### src/design/opfa_regs.vh
// constants for the output port frame arbiter
`ifndef OPFA_REGS_VH
`define OPFA_REGS_VH

// class arbiter geometry and slot budget in lines
`define OPFA_ENTRIES     4'h9
`define OPFA_LAST_ENTRY  4'h8
`define OPFA_SLOT_LINES  8'h09
`define OPFA_CREDIT_MAX  8'h12

// class of an arbiter entry
`define OPFA_CLS_PROV    2'h0
`define OPFA_CLS_MC      2'h1
`define OPFA_CLS_ISO     2'h2
`define OPFA_CLS_ASYNC   2'h3

// path-routed class index inside the path group vector
`define OPFA_PATH_ASYNC  2'h0
`define OPFA_PATH_ISO    2'h1
`define OPFA_PATH_PROV   2'h2

// group vector sizes
`define OPFA_TURNS       8
`define OPFA_PATH_GROUPS 48
`define OPFA_MC_GROUPS   32
`define OPFA_AR_GROUPS   2

// kind of grant
`define OPFA_KIND_RESEND 2'h0
`define OPFA_KIND_PATH   2'h1
`define OPFA_KIND_MC     2'h2
`define OPFA_KIND_AR     2'h3

// address-routed group bits
`define OPFA_AR_ORDERED  0
`define OPFA_AR_BYPASSED 1

`endif

### src/design/opfa_rr.v
// rotating priority arbiter, last grant lowest priority
`default_nettype none

module opfa_rr #(
  parameter N = 8,
  parameter W = 3
) (
  input  wire         clk,
  input  wire         rst,
  input  wire [N-1:0] req,
  input  wire         advance,
  output reg          any,
  output reg  [W-1:0] idx
);

  reg [W-1:0] last;
  integer     k;
  integer     p;

  always @* begin
    any = 1'b0;
    idx = {W{1'b0}};
    p   = 0;
    // search from the entry after the last grant
    for (k = N; k >= 1; k = k - 1) begin
      p = last + k;
      if (p >= N) begin
        p = p - N;
      end
      if (req[p]) begin
        any = 1'b1;
        idx = p[W-1:0];
      end
    end
  end

  always @(posedge clk or posedge rst) begin
    if (rst) begin
      last <= {W{1'b1}};
    end else if (advance && any) begin
      last <= idx;
    end
  end

endmodule // opfa_rr

`default_nettype wire

### src/design/opfa_arbiter.v
// frame arbiter for one output port and its link time slot
//
// Operation
// - nine class entries: prov, mc, prov, mc, iso, prov, mc, iso, ar/async.
// - each slot is budgeted nine lines on average.
// - with nothing pending the class pointer stays unchanged.
// - pending frames and budget left keep priority on current entry.
// - budget spent moves priority to next higher pending entry, skipping empties.
// - the search wraps from entry eight back to entry zero.
// - path-routed class picks among next turns by rotating priority.
// - the last granted turn gets lowest priority next time.
// - turn state is kept separately for each output link.
// - multicast class picks among groups by rotating priority, last lowest.
// - multicast group state is kept separately for each output link.
// - address-routed class takes no further arbitration.
// - frames without enough line credits are excluded this slot.
// - path groups are three classes times eight turns times bypassable.
// - address-routed traffic has ordered and bypassed groups.
// - resend frames win over all others and skip the arbiter.
`include "opfa_regs.vh"
`default_nettype none

module opfa_arbiter (
  input  wire        clk,
  input  wire        rst,
  input  wire [47:0] path_pend,
  input  wire [47:0] path_credit_ok,
  input  wire [31:0] mc_pend,
  input  wire [31:0] mc_credit_ok,
  input  wire [1:0]  ar_pend,
  input  wire [1:0]  ar_credit_ok,
  input  wire        resend_pend,
  input  wire        link_ready,
  input  wire        line_sent,
  input  wire        frame_end,
  output reg         grant_valid,
  output reg  [1:0]  grant_kind,
  output reg  [5:0]  grant_group,
  output reg  [3:0]  class_ptr,
  output wire        busy
);

  localparam ST_IDLE = 2'b01;
  localparam ST_SEND = 2'b10;

  reg        [1:0] state;
  reg signed [7:0] credit;

  wire [47:0] path_elig = path_pend & path_credit_ok;
  wire [31:0] mc_elig   = mc_pend & mc_credit_ok;
  wire [1:0]  ar_elig   = ar_pend & ar_credit_ok;

  wire [7:0] turn_any [0:2];
  genvar c;
  genvar t;
  generate
    for (c = 0; c < 3; c = c + 1) begin : g_cls
      for (t = 0; t < `OPFA_TURNS; t = t + 1) begin : g_turn
        assign turn_any[c][t] = path_elig[c*16 + t*2] | path_elig[c*16 + t*2 + 1];
      end
    end
  endgenerate

  wire pend_prov  = |turn_any[`OPFA_PATH_PROV];
  wire pend_iso   = |turn_any[`OPFA_PATH_ISO];
  wire pend_async = (|turn_any[`OPFA_PATH_ASYNC]) | (|ar_elig);
  wire pend_mc    = |mc_elig;

  function [1:0] entry_class;
    input [3:0] e;
    begin
      case (e)
        4'h0:    entry_class = `OPFA_CLS_PROV;
        4'h1:    entry_class = `OPFA_CLS_MC;
        4'h2:    entry_class = `OPFA_CLS_PROV;
        4'h3:    entry_class = `OPFA_CLS_MC;
        4'h4:    entry_class = `OPFA_CLS_ISO;
        4'h5:    entry_class = `OPFA_CLS_PROV;
        4'h6:    entry_class = `OPFA_CLS_MC;
        4'h7:    entry_class = `OPFA_CLS_ISO;
        default: entry_class = `OPFA_CLS_ASYNC;
      endcase
    end
  endfunction

  function cls_pend;
    input [1:0] cl;
    input       pp;
    input       pm;
    input       pi;
    input       pa;
    begin
      case (cl)
        `OPFA_CLS_PROV: cls_pend = pp;
        `OPFA_CLS_MC:   cls_pend = pm;
        `OPFA_CLS_ISO:  cls_pend = pi;
        default:        cls_pend = pa;
      endcase
    end
  endfunction

  // class entry selection
  reg     [3:0] sel_entry;
  reg           sel_found;
  reg           sel_moved;
  reg     [4:0] probe;
  integer       k;

  always @* begin
    sel_entry = class_ptr;
    sel_found = 1'b0;
    sel_moved = 1'b0;
    probe     = 5'h00;
    // hold while budget left and entry pending
    if (credit > 8'sh00 &&
        cls_pend(entry_class(class_ptr), pend_prov, pend_mc, pend_iso, pend_async)) begin
      sel_found = 1'b1;
    end else begin
      // next higher pending entry, wrap 8 to 0
      for (k = 9; k >= 1; k = k - 1) begin
        probe = {1'b0, class_ptr} + k[4:0];
        if (probe >= {1'b0, `OPFA_ENTRIES}) begin
          probe = probe - {1'b0, `OPFA_ENTRIES};
        end
        if (cls_pend(entry_class(probe[3:0]), pend_prov, pend_mc, pend_iso, pend_async)) begin
          sel_entry = probe[3:0];
          sel_found = 1'b1;
        end
      end
      sel_moved = sel_found;
    end
  end

  wire [1:0] sel_class = entry_class(sel_entry);

  // path class feeding the turn arbiter
  reg [1:0] path_cls;
  always @* begin
    case (sel_class)
      `OPFA_CLS_PROV: path_cls = `OPFA_PATH_PROV;
      `OPFA_CLS_ISO:  path_cls = `OPFA_PATH_ISO;
      default:        path_cls = `OPFA_PATH_ASYNC;
    endcase
  end

  wire       issue_ok  = (state == ST_IDLE) && link_ready;
  wire       use_ar    = (sel_class == `OPFA_CLS_ASYNC) && (|ar_elig);
  wire       use_path  = (sel_class != `OPFA_CLS_MC) && !use_ar;
  wire       arb_issue = issue_ok && !resend_pend && sel_found;
  wire       turn_any_w;
  wire [2:0] turn_idx;
  wire       mc_any_w;
  wire [4:0] mc_idx;

  // turn rotation, last turn lowest, own state per port
  opfa_rr #(
    .N (`OPFA_TURNS),
    .W (3)
  ) u_turn_rr (
    .clk     (clk),
    .rst     (rst),
    .req     (turn_any[path_cls]),
    .advance (arb_issue && use_path),
    .any     (turn_any_w),
    .idx     (turn_idx)
  );

  // multicast rotation, own state per port
  opfa_rr #(
    .N (`OPFA_MC_GROUPS),
    .W (5)
  ) u_mc_rr (
    .clk     (clk),
    .rst     (rst),
    .req     (mc_elig),
    .advance (arb_issue && (sel_class == `OPFA_CLS_MC)),
    .any     (mc_any_w),
    .idx     (mc_idx)
  );

  // ordered group of the chosen turn first, bypassable second
  wire [5:0] path_base = {path_cls, turn_idx, 1'b0};
  wire       path_byp  = !path_elig[path_base];

  // credit carried into the new slot, clamped
  wire signed [8:0] carry_sum  = $signed({credit[7], credit}) + $signed({1'b0, `OPFA_SLOT_LINES});
  wire signed [7:0] carry_next = (carry_sum > $signed({1'b0, `OPFA_CREDIT_MAX})) ?
                                 $signed(`OPFA_CREDIT_MAX) : carry_sum[7:0];
  wire              count_line = (state == ST_SEND) && line_sent &&
                                 (grant_kind != `OPFA_KIND_RESEND) && (credit != 8'sh80);

  always @(posedge clk or posedge rst) begin
    if (rst) begin
      state       <= ST_IDLE;
      class_ptr   <= 4'h0;
      credit      <= `OPFA_SLOT_LINES;
      grant_valid <= 1'b0;
      grant_kind  <= `OPFA_KIND_RESEND;
      grant_group <= 6'h00;
    end else begin
      grant_valid <= 1'b0;
      case (state)
        ST_IDLE: begin
          // grant only at a frame boundary
          if (issue_ok && resend_pend) begin
            grant_valid <= 1'b1;
            grant_kind  <= `OPFA_KIND_RESEND;
            grant_group <= 6'h00;
            state       <= ST_SEND;
          end else if (arb_issue) begin
            // pointer only moves when something is pending
            class_ptr   <= sel_entry;
            if (sel_moved) begin
              credit <= carry_next;
            end
            grant_valid <= 1'b1;
            state       <= ST_SEND;
            if (sel_class == `OPFA_CLS_MC) begin
              grant_kind  <= `OPFA_KIND_MC;
              grant_group <= {1'b0, mc_idx};
            end else if (use_ar) begin
              // no further arbitration, bypassed group first
              grant_kind  <= `OPFA_KIND_AR;
              grant_group <= ar_elig[`OPFA_AR_BYPASSED] ? 6'h01 : 6'h00;
            end else begin
              grant_kind  <= `OPFA_KIND_PATH;
              grant_group <= {path_cls, turn_idx, path_byp};
            end
          end
        end
        ST_SEND: begin
          if (count_line) begin
            credit <= credit - 8'sh01;
          end
          if (frame_end) begin
            state <= ST_IDLE;
          end
        end
        default: begin
          state <= ST_IDLE;
        end
      endcase
    end
  end

  assign busy = (state == ST_SEND);

endmodule // opfa_arbiter

`default_nettype wire

### config.mk
export PLATFORM = sky130hd
export DESIGN_NAME = opfa_arbiter
export DESIGN_NICKNAME = d
export VERILOG_FILES = /design/src/design/opfa_rr.v /design/src/design/opfa_arbiter.v
export VERILOG_INCLUDE_DIRS = /design/src /design/src/design
export SDC_FILE = /design/constraint.sdc
export NUM_CORES = 1
export LEC_CHECK = 0
export ABC_AREA = 1
export BUFFER_PORTS_ARGS = -buffer_cell sky130_fd_sc_hd__buf_4
export CORE_MARGIN = 2
export CORE_UTILIZATION = 34
export CTS_CLUSTER_DIAMETER = 80
export DETAILED_ROUTE_END_ITERATION = 10
export SLEW_MARGIN = 20
export SYNTH_ARGS = -nofsm -noshare
export SYNTH_HDL_FRONTEND = slang
export SYNTH_HIERARCHICAL = 1
export SYNTH_SLANG_ARGS = --single-unit
### constraint.sdc
create_clock -name clk -period 6.4 [get_ports clk]
set_input_delay 0.96 -clock clk [delete_from_list [all_inputs] [get_ports clk]]
set_output_delay 0.96 -clock clk [all_outputs]
set_load 0.005 [all_outputs]
; ---- Yosys cells after proc, flatten, opt, wreduce, memory -nomap -nowiden
; Memory sizes are Yosys's and may differ from the RTL's.
; Index checks and enable logic that the tools add are counted.
[classes]
add_sub_neg = 100
order_cmp = 93
eq_ne = 33
n_mux = 346
bitwise_logic = 30
n_reduce_logical = 40
[op_table]
columns = cell, count
row1 = $mux W32, 40
row2 = $ge A32 B7 Y1 const B, 32
row3 = $lt A32 B7 Y1 const B, 32
row4 = $sub A32 B7 Y32 const B, 32
row5 = $ge A32 B5 Y1 const B, 8
row6 = $lt A32 B5 Y1 const B, 8
row7 = $sub A32 B5 Y32 const B, 8
row8 = $bmux W1 S5, 33
row9 = $mux W5, 32
row10 = $mux W1, 145
row11 = $mux W4, 28
row12 = $add A5 B5 Y6 const B, 16
row13 = $mux W8, 7
row14 = $mux W2, 27
row15 = $add A5 B4 Y6 const B, 8
row16 = $and A48 B48 Y48, 1
row17 = $ge A5 B4 Y1 const B, 9
row18 = $sub A4 B4 Y4 const B, 9
row19 = $and A32 B32 Y32, 1
row20 = $reduce_or A32 Y1, 1
row21 = $pmux W1 S3, 10
row22 = $eq A2 B2 Y1 const B, 13
row23 = $or A1 B1 Y1, 25
row24 = $add A5 B3 Y6 const B, 4
row25 = other kinds (40), 113
[totals]
reg_bits = 31
romBits = 176
in_bits = 170
output_inout_bits = 14
word_cells = 661
n_memories = 11
[memory_table]
columns = name, depth, word_bits, rd, rd_clocked_by_memory_dff, write_ports, line_no
row1 = (name not given), 8, 2, 1, 0, 0, opfa_arbiter.v:72  ; case (e)
row2 = (name not given), 8, 2, 1, 0, 0, opfa_arbiter.v:72
row3 = (name not given), 8, 2, 1, 0, 0, opfa_arbiter.v:72
row4 = (name not given), 8, 2, 1, 0, 0, opfa_arbiter.v:72
row5 = (name not given), 8, 2, 1, 0, 0, opfa_arbiter.v:72
row6 = (name not given), 8, 2, 1, 0, 0, opfa_arbiter.v:72
row7 = 5 more memories, --, --, --, --, --, --

; ---- Longest topological paths before layout
; Gate-level depths: netlist of the first run.
; An unclocked memory read counts as a cell.
[logic_depth]
word_depth = 49
mapped_depth = 63
depth_no_buf = 60

; ---- Cells and area by module
; Netlist of the first run, hierarchy kept.
[modules_own_cells]
columns = module, instances, cells_each, area_per_inst_um2, seq_area_each_um2
row1 = opfa_arbiter, 1, 914, 5088.6, 579.3
row2 = opfa_rr (u_mc_rr), 1, 884, 4284.1, 131.4
row3 = opfa_rr (u_turn_rr), 1, 151, 918.4, 78.8

; ---- Worst setup path before layout of the first run
; No wires, ideal clock.
[synth_timing]
kind = register to register
from = register class_ptr[0]
to = register grant_group[0]
setup_ns = 0.065
t_arrival_ns = 6.212
t_required_ns = 6.335
setup_slack_ns = 0.123
stages_incl_launch_ff = 55
n_path_buf = 3
period_less_slack_ns = 6.277
path_cell_list = dfrtp_1 -> buf_4 -> inv_1 -> buf_2 -> ha_1 -> inv_2 -> nand2_2 -> nand2_4 -> nor2_2 -> nand2_1 -> nand2_2 -> nand2_2 -> nand2_1 -> o21ai_0 -> ha_1 -> nand3_1 -> nand2_2 -> nor2_1 -> (+19 left out) -> nand2_4 -> inv_2 -> nand2_1 -> nand2_1 -> nand2_1 -> nand2_1 -> nand2_1 -> nand2_2 -> inv_1 -> clkbuf_1 -> nand2_1 -> a221oi_1 -> nor2_1 -> nand3_1 -> nand3_1 -> nand2_1 -> nand2_1 -> nand2_1
[synth_via]
elab_chain_len = 46
word_cells_on_any_way = 198
classes_between = add/sub (18) / order compare (9) / eq/ne (23) / mux (119) / bitwise (1) / reduce/logical (17) / memory (11)
[synth_lines]
columns = item, line_no
row1 = "start, declared", opfa_arbiter.v:39  ; output reg [3:0] class_ptr,
row2 = "start signal, assigned", opfa_arbiter.v:212  ; class_ptr <= sel_entry;
row3 = $add A4 B4 Y5, opfa_arbiter.v:121  ; probe = {1'b0, class_ptr} + k[4:0];
row4 = $sub A4 B4 Y4 or $ge A5 B4 Y1 (tied branches), "opfa_arbiter.v:123, opfa_arbiter.v:122"
row5 = $mux W4, opfa_arbiter.v:122  ; if (probe >= {1'b0, `OPFA_ENTRIES}) begin
row6 = $mux W4, opfa_arbiter.v:115  ; if (credit > 8'sh00 &&
row7 = $mem_v2 Z8 W2, --
row8 = $mux W2, opfa_arbiter.v:72
row9 = $mux W2, opfa_arbiter.v:115
row10 = $eq A2 B2 Y1 (tied with other cells), opfa_arbiter.v:93  ; case (cl)
row11 = (+12 left out), --
row12 = net sel_entry[1], opfa_arbiter.v:103  ; reg [3:0] sel_entry;
row13 = (+19 left out), --
row14 = net turn_idx[0], opfa_arbiter.v:151  ; wire [2:0] turn_idx;
row15 = $bmux W1 S5 (*), opfa_arbiter.v:183  ; wire path_byp = !path_elig[path_base];
row16 = $mux W1 (not written as such) (*), opfa_arbiter.v:183
row17 = $logic_not A1 Y1 (*), opfa_arbiter.v:183
row18 = $mux W6 (*), opfa_arbiter.v:221  ; end else if (use_ar) begin
row19 = $mux W6 (*), opfa_arbiter.v:218  ; if (sel_class == `OPFA_CLS_MC) begin
row20 = $mux W6 (*), opfa_arbiter.v:210  ; end else if (arb_issue) begin
row21 = $mux W6 (*), opfa_arbiter.v:205  ; if (issue_ok && resend_pend) begin
row22 = "end signal, assigned", opfa_arbiter.v:220  ; grant_group <= {1'b0, mc_idx};
row23 = "end signal, assigned", opfa_arbiter.v:224  ; grant_group <= ar_elig[`OPFA_AR_BYPASSED] ? 6'h01 : 6'h00;
row24 = "end signal, assigned", opfa_arbiter.v:227  ; grant_group <= {path_cls, turn_idx, path_byp};
row25 = "end, declared", opfa_arbiter.v:38  ; output reg [5:0] grant_group,
; The timed path passes the listed nets; every way through them passes the cells marked *. The select of a mux whose other input is x is not followed.
; A chain may end at the register's enable or synchronous reset.

; ---- Worst setup path in the final report of the first run
[layout_timing]
from = register class_ptr[1]
to = register grant_group[0]
; The elaborated chain is that of the path after synthesis.

==> results of run 1 <==
==> worst max-delay path: cells and delay by family, from the launching register on <==
family / cells / cell delay, ns
AND/OR/NAND/NOR: 32 / 2.86
AO/OA/AOI/OAI: 11 / 1.52
buffers and inverters: 7 / 0.80
adder cells (fa/ha/maj): 2 / 0.58
flip-flops: 1 / 0.41
==> layer usage <==
layer  global-route usage  share of wire  vias to the layer above
li1                     -              -                     6995
met1                0.333           0.43                     6422
met2                0.420           0.47                      562
met3               0.0260          0.067                      109
met4               0.0690          0.031                        0
met5                    0              0                        -
==> state kept, by name, indices dropped and copies added (netlist names) <==
name            count
credit              8
u_turn_rr/last      3
class_ptr           4
grant_group         6
state               2
grant_valid         1
u_mc_rr/last        5
grant_kind          2
==> repair_timing <==
action,CTS,global route
pin swaps,2,72
resized for setup,16,221
cloned,1,1
buffers inserted,2,50
endpoints found under the setup margin,1,2
==> cell families after synthesis <==
family / count (synthesis)
AOI/OAI and AO/OA: 324
xor gates and xnor gates: 38
buffers and inverters: 297
and+or+nand+nor: 1210
DFF: 31
adders and majority gates: 49
==> how the worst min path moves through the flow <==
stage | slack, ns | to
after floorplan | 0.48 | grant_group[5]
after global placement | 0.49 | state[0]
after detailed placement | 0.50 | state[0]
after CTS | 0.51 | state[0]
after global routing | 0.54 | state[0]
final | 0.51 | state[0]
==> cells in the final DEF, fill, tap and decap left out, types with 6 or more instances in the layout <==
cell and count:
a21oi_1 127, a21oi_2 11, nor2_4 6, o21ai_2 16, inv_1 205, nand3_2 38, nor4_1 7, a22o_1 9
ha_1 34, nand3_4 9, o21ai_1 26, a31oi_1 19, nor2_1 80, nor3_1 8, o22ai_1 6, nor2_2 12
xor2_2 8, inv_4 6, ha_2 7, buf_6 10, buf_4 326, ha_4 8, inv_2 26, nand4_1 22
o211ai_1 8, xor2_1 21, nand2_2 69, dfstp_2 11, clkbuf_16 6, dfrtp_1 18, nand2_4 22, nand2_1 656
o21ai_0 65, nand3_1 269
==> Yosys cell counts, drive strengths merged <==
cell type  count  area share
a21o           1     0.00073
o311ai         4      0.0034
nor2         100       0.043
nand3        316        0.16
dfrtp         20       0.049
nand2        747        0.29
nand4         25       0.017
nor4           7      0.0043
o21a           5      0.0036
a31oi         20       0.012
nand3b         1     0.00073
dfstp         11       0.028
a21oi        140       0.070
or2            3      0.0018
a211oi         3      0.0022
a22o           9      0.0077
o211ai         9      0.0071
clkinv         5      0.0018
a31o           1     0.00085
a221oi         3      0.0026
o221ai         3      0.0026
xnor2          9       0.010
o22ai          8      0.0049
o21ai        110       0.055
clkbuf        13      0.0049
ha            49       0.060
a21boi         7      0.0051
o21bai         1      0.0011
and2           2      0.0015
xor2          29       0.027
inv          240       0.089
nor3           9      0.0044
buf           39       0.028
==> final cells by class <==
| class | instances | area [um^2] | share of cell area |
|---|---|---|---|
| Multi-Input combinational cell | 1621 | 9020 | 0.639 |
| Timing Repair Buffer | 343 | 2680 | 0.190 |
| Inverter | 245 | 952 | 0.0675 |
| Sequential cell | 31 | 792 | 0.0561 |
| Tap cell | 390 | 488 | 0.0346 |
| Clock buffer | 6 | 139 | 0.00985 |
| Clock inverter | 2 | 35.0 | 0.00248 |
| Timing Repair inverter | 1 | 7.51 | 0.000532 |
==> stage by stage <==
step | TNS (ns) | setup WS, ns | hold WS [ns]
4_1_cts | 0 | 0.000549 | 0.511
3_3_place_gp | -0.136 | -0.136 | 0.494
6_report | 0 | 0.139 | 0.511
5_1_grt | -0.262 | -0.262 | 0.540
3_5_place_dp | -0.148 | -0.148 | 0.502
2_1_floorplan | 0 | 0.123 | 0.476
==> metrics.txt, run 1 <==
status completed; Clock Skew 0.00669 ns; Rel. slew slack 0.373; Routability Congestion ~1.0; maximum clock path buffer count 2; reg2reg end grant_group[0]; # DRC 0; Worst setup SP type register; warning count from the yosys run 6; Simple-Gate Fraction of Synth Area 0.524; Cells after Synth 1949; Final HPWL DP 32800 um; core area ~30000 um^2; antenna viol nets, final 0; Crit Path Max Fanout 8; Initial Utilization 0.346; cell area after placement 12600 um^2; reg-to-reg startpoint class_ptr[1]; CP endpoint grant_group[0]; die width 178 um; Post-Synth XOR/XNOR Area 0.0371; # setup viols final 0; Placed Cells 2577; Top Ports 184; Compound-Gate Fraction of Synth Area 0.179; Fin. Hold Viols 0; root buffer cell clkbuf_16; # rows 63; most used cell, CP nand2_1; TritonCTS clock tree yes; Seq/Total Area, Yosys 0.0767; Crit Path Class reg -> reg; WP data arrival 6.48 ns; clk sinks 31; hold_buf cts 0; Cell Area, Synth 10300 um^2; Fmax 0.160 GHz; FF-to-FF setup slack ~0.14 ns; worst skew pair latency ~0.27 ns; largest family of logic cells by synthesized area simple AND/OR/NAND/NOR gates; ant diodes 0; Worst EP required 6.62 ns; Worst setup EP type register; unique cell type count in the Yosys netlist 62; initial antenna violation count 0; mux cell area share after synthesis 0; final wirelength 42300 um; share of cells above drive strength 1 0.282; Vias 14100; RSZ-0062 raised after global routing yes; clock period minus worst slack 6.26 ns; worst r2r path cells 52; average size of a mapped cell 5.28 um^2; Final period util 0.978; largest net degree at the start of global routing 60; design area roughly 14000 um^2; synth-to-layout area growth 37.1%; wire per inst 16.0 um; number of max-cap violations 0; number of synthesized register bits 31; worst hold path cell count 2; max incr delay on CP 0.41 ns; worst slew pin tran 0.940 ns; number of global-route vias before repair 12500; total grt overflow 0; worst setup path start class_ptr[1]; syn_nets 2168; worst min-delay path class reg -> reg; total clock buffers created by CTS 5; filler-free cell count of the finished design about 2600; Die Y 178 um; vias per cell 5.34; DIE AREA 31700 um^2; first-pass GRT wire length roughly 63000 um; fillers 3079; nets@finish between 2000 and 2500; clock-pin slew on the worst setup and hold paths around 0.05 ns; HP Start state[0]; IO buf count 183; Synth Area in Adders 0.0596; H-tree Lvls 2; Pins Over Slew Limit 0; Tot GR Track Use 0.248; initial DRC count 1154; Final Core Density 0.475; Critical Path Slowest Stage Cell dfrtp_2; first-pass detailed-route iteration total 5
Power of run 1 is not shown: default switching activity piles up to over one toggle a cycle in this logic, so the estimate is an artifact.
==> run 2: changes to the inputs <==
- SYNTH_HIERARCHICAL: 1 -> default
==> metrics.txt, run 2 <==
Final HPWL DP ~32000 um; Bufs and invs on worst path 9; warning count from the yosys run 0; Commonest cells post-synth nand2_1 (732), inv_1 (202), o21ai_0 (183); Worst setup SP type primary input; Final period util 0.948; first-pass detailed-route iteration total 5; Pins Over Slew Limit 0; Top Ports 184; Largest regs credit: 8 flops, grant_group: 6 flops, u_mc_rr.last: 5 flops; Tot GR Track Use 0.252; Simple-Gate Fraction of Synth Area 0.491; Seq/Total Area, Yosys 0.0808; initial DRC count 926; Rel. slew slack 0.231; first-pass GRT wire length approximately 62000 um; Crit Path Max Fanout 8; WP data arrival 6.24 ns; Synth Area in Adders 0.0615; syn_nets 2113; Multi-input gate area 8270 um^2; met2 usage 0.457; top post-synthesis cells by area nand2_1 (28%), o21ai_0 (9.4%), nand3_1 (9.0%); worst skew pair latency approximately 0.28 ns; Die Y 174 um; Cell Area, Synth 9770 um^2; # setup viols final 0; ant diodes 0; maximum clock path buffer count 2; worst min-delay path class reg -> reg; Primary FF master, synth dfrtp_1; Fin Setup TNS 0 ns; antenna viol nets, final 0; max incr delay on CP 0.34 ns; number of synthesized register bits 31; root buffer cell clkbuf_16; Routability Congestion 1.00; Worst setup EP type register; Initial Utilization 0.343; total grt overflow 0; CP delay by family, top simple AND/OR/NAND/NOR gates; TritonCTS clock tree yes; GR Layer Usage met1 0.317; vias per cell 5.27; Final Core Density 0.437; max FFs per register 8; clock-pin slew on the worst setup and hold paths 0.05 ns; number of global-route vias before repair 12000; EDFF count, synth 0; ys async rst share 1.00; core area around 28000 um^2; most used cell, CP nand2_1; Critical Path Slowest Stage Cell o21ai_0; most frequent cells in the layout nand2_1 (709), buf_4 (232), inv_1 (197); clk sinks 31; mux cell area share after synthesis 0.00922; hold_ws 0.491 ns; met3 GRT Util 0.0186; # DRC 0; Reg area slightly below 800 um^2; commonest non-fill, non-tap cell in the layout nand2_1; Cells after Synth 1895; Synth area leader nand2_1; Fin. Hold Viols 0; worst slew pin tran roughly 1.1 ns; total clock buffers created by CTS 5; final wirelength 39800 um; design area 12400 um^2; Crit Path Class in -> reg; average size of a mapped cell 5.16 um^2; cell area after placement 11700 um^2; fillers ~3100; initial antenna violation count 0; Compound-Gate Fraction of Synth Area 0.214; synth-to-layout area growth 27.3%; number of max-cap violations 0; Fmax about 0.16 GHz; # rows 62; register name with the most flops credit; Vias 13100; Clock Skew 0.00682 ns; most common cell in the netlist nand2_1; share of cells above drive strength 1 0.207; Post-Synth XOR/XNOR Area 0.0295; area share of the largest cell type after synthesis 0.281; clock period minus worst slack 6.07 ns; wire per inst 16.0 um; nets@finish ~2300; unique cell type count in the Yosys netlist 56; largest family of logic cells by synthesized area simple AND/OR/NAND/NOR gates; IO buf count 183; status completed; H-tree Lvls 2; die width 174 um; largest net degree at the start of global routing 41; Worst EP required 6.57 ns; gr busiest metal met2; DIE AREA 30100 um^2
## run 2: area by class of cell
class,count,area share
inverters,230,0.0703
multi-input cells,1585,0.665
clock buffers,6,0.0112
flip-flops and latches,31,0.0636
well taps,384,0.0386
clock inverters,2,0.00282
repair buffers,240,0.148
## run 2: final timing paths
path,start,to,slack (ns),cells after the start
hold reg to reg,grant_group[5],grant_group[5],0.49,2
setup reg to reg,class_ptr[1],grant_group[0],0.37,55
hold / removal,grant_group[5],grant_group[5],0.49,2
min in group asynchronous,rst,grant_valid,0.77,3
max in group asynchronous,rst,u_mc_rr.last[3],5.29,3
setup / recovery,path_credit_ok[39],grant_group[0],0.33,51
## run 2: through the flow
step	setup slack, ns	instances
global route	-0.110	2478
global placement	0.0829	2454
floorplan	0.656	1895
CTS	0.138	2462
finish	0.332	2478
detailed placement	0.0682	2454
## run 2: kinds of logic (layout without fill, tap and decap cells)
| group | Yosys count | after routing |
|---|---|---|
| DFF | 31 | 31 |
| and+or+nand+nor | 1109 | 1112 |
| AOI/OAI and AO/OA | 384 | 384 |
| buffers and inverters | 282 | 478 |
| muxes | 9 | 9 |
| adders and majority gates | 48 | 48 |
| xor gates and xnor gates | 32 | 32 |
## run 2: routing by layer
layer | vias up | part of all wire
met4 | 0 | 0.030
met1 | 5847 | 0.42
met5 | - | 0
li1 | 6564 | -
met3 | 90 | 0.061
met2 | 564 | 0.49
## run 2: what timing repair did
action / 4_1_cts / 5_1_grt
gates resized for setup: 0 / 108
hold buffers: 0 / 0
setup buffers: 0 / 12
setup endpoints to repair: 0 / 7
## run 2: worst reg2reg max path: cells and delay by family, from the launching register on
kind	cells	cell delay, ns
adder cells (fa/ha/maj)	2	0.45
flip-flops	1	0.42
buffers and inverters	9	0.82
AO/OA/AOI/OAI	7	0.85
AND/OR/NAND/NOR	37	3.36
Power of run 2 is left out for the same reason.
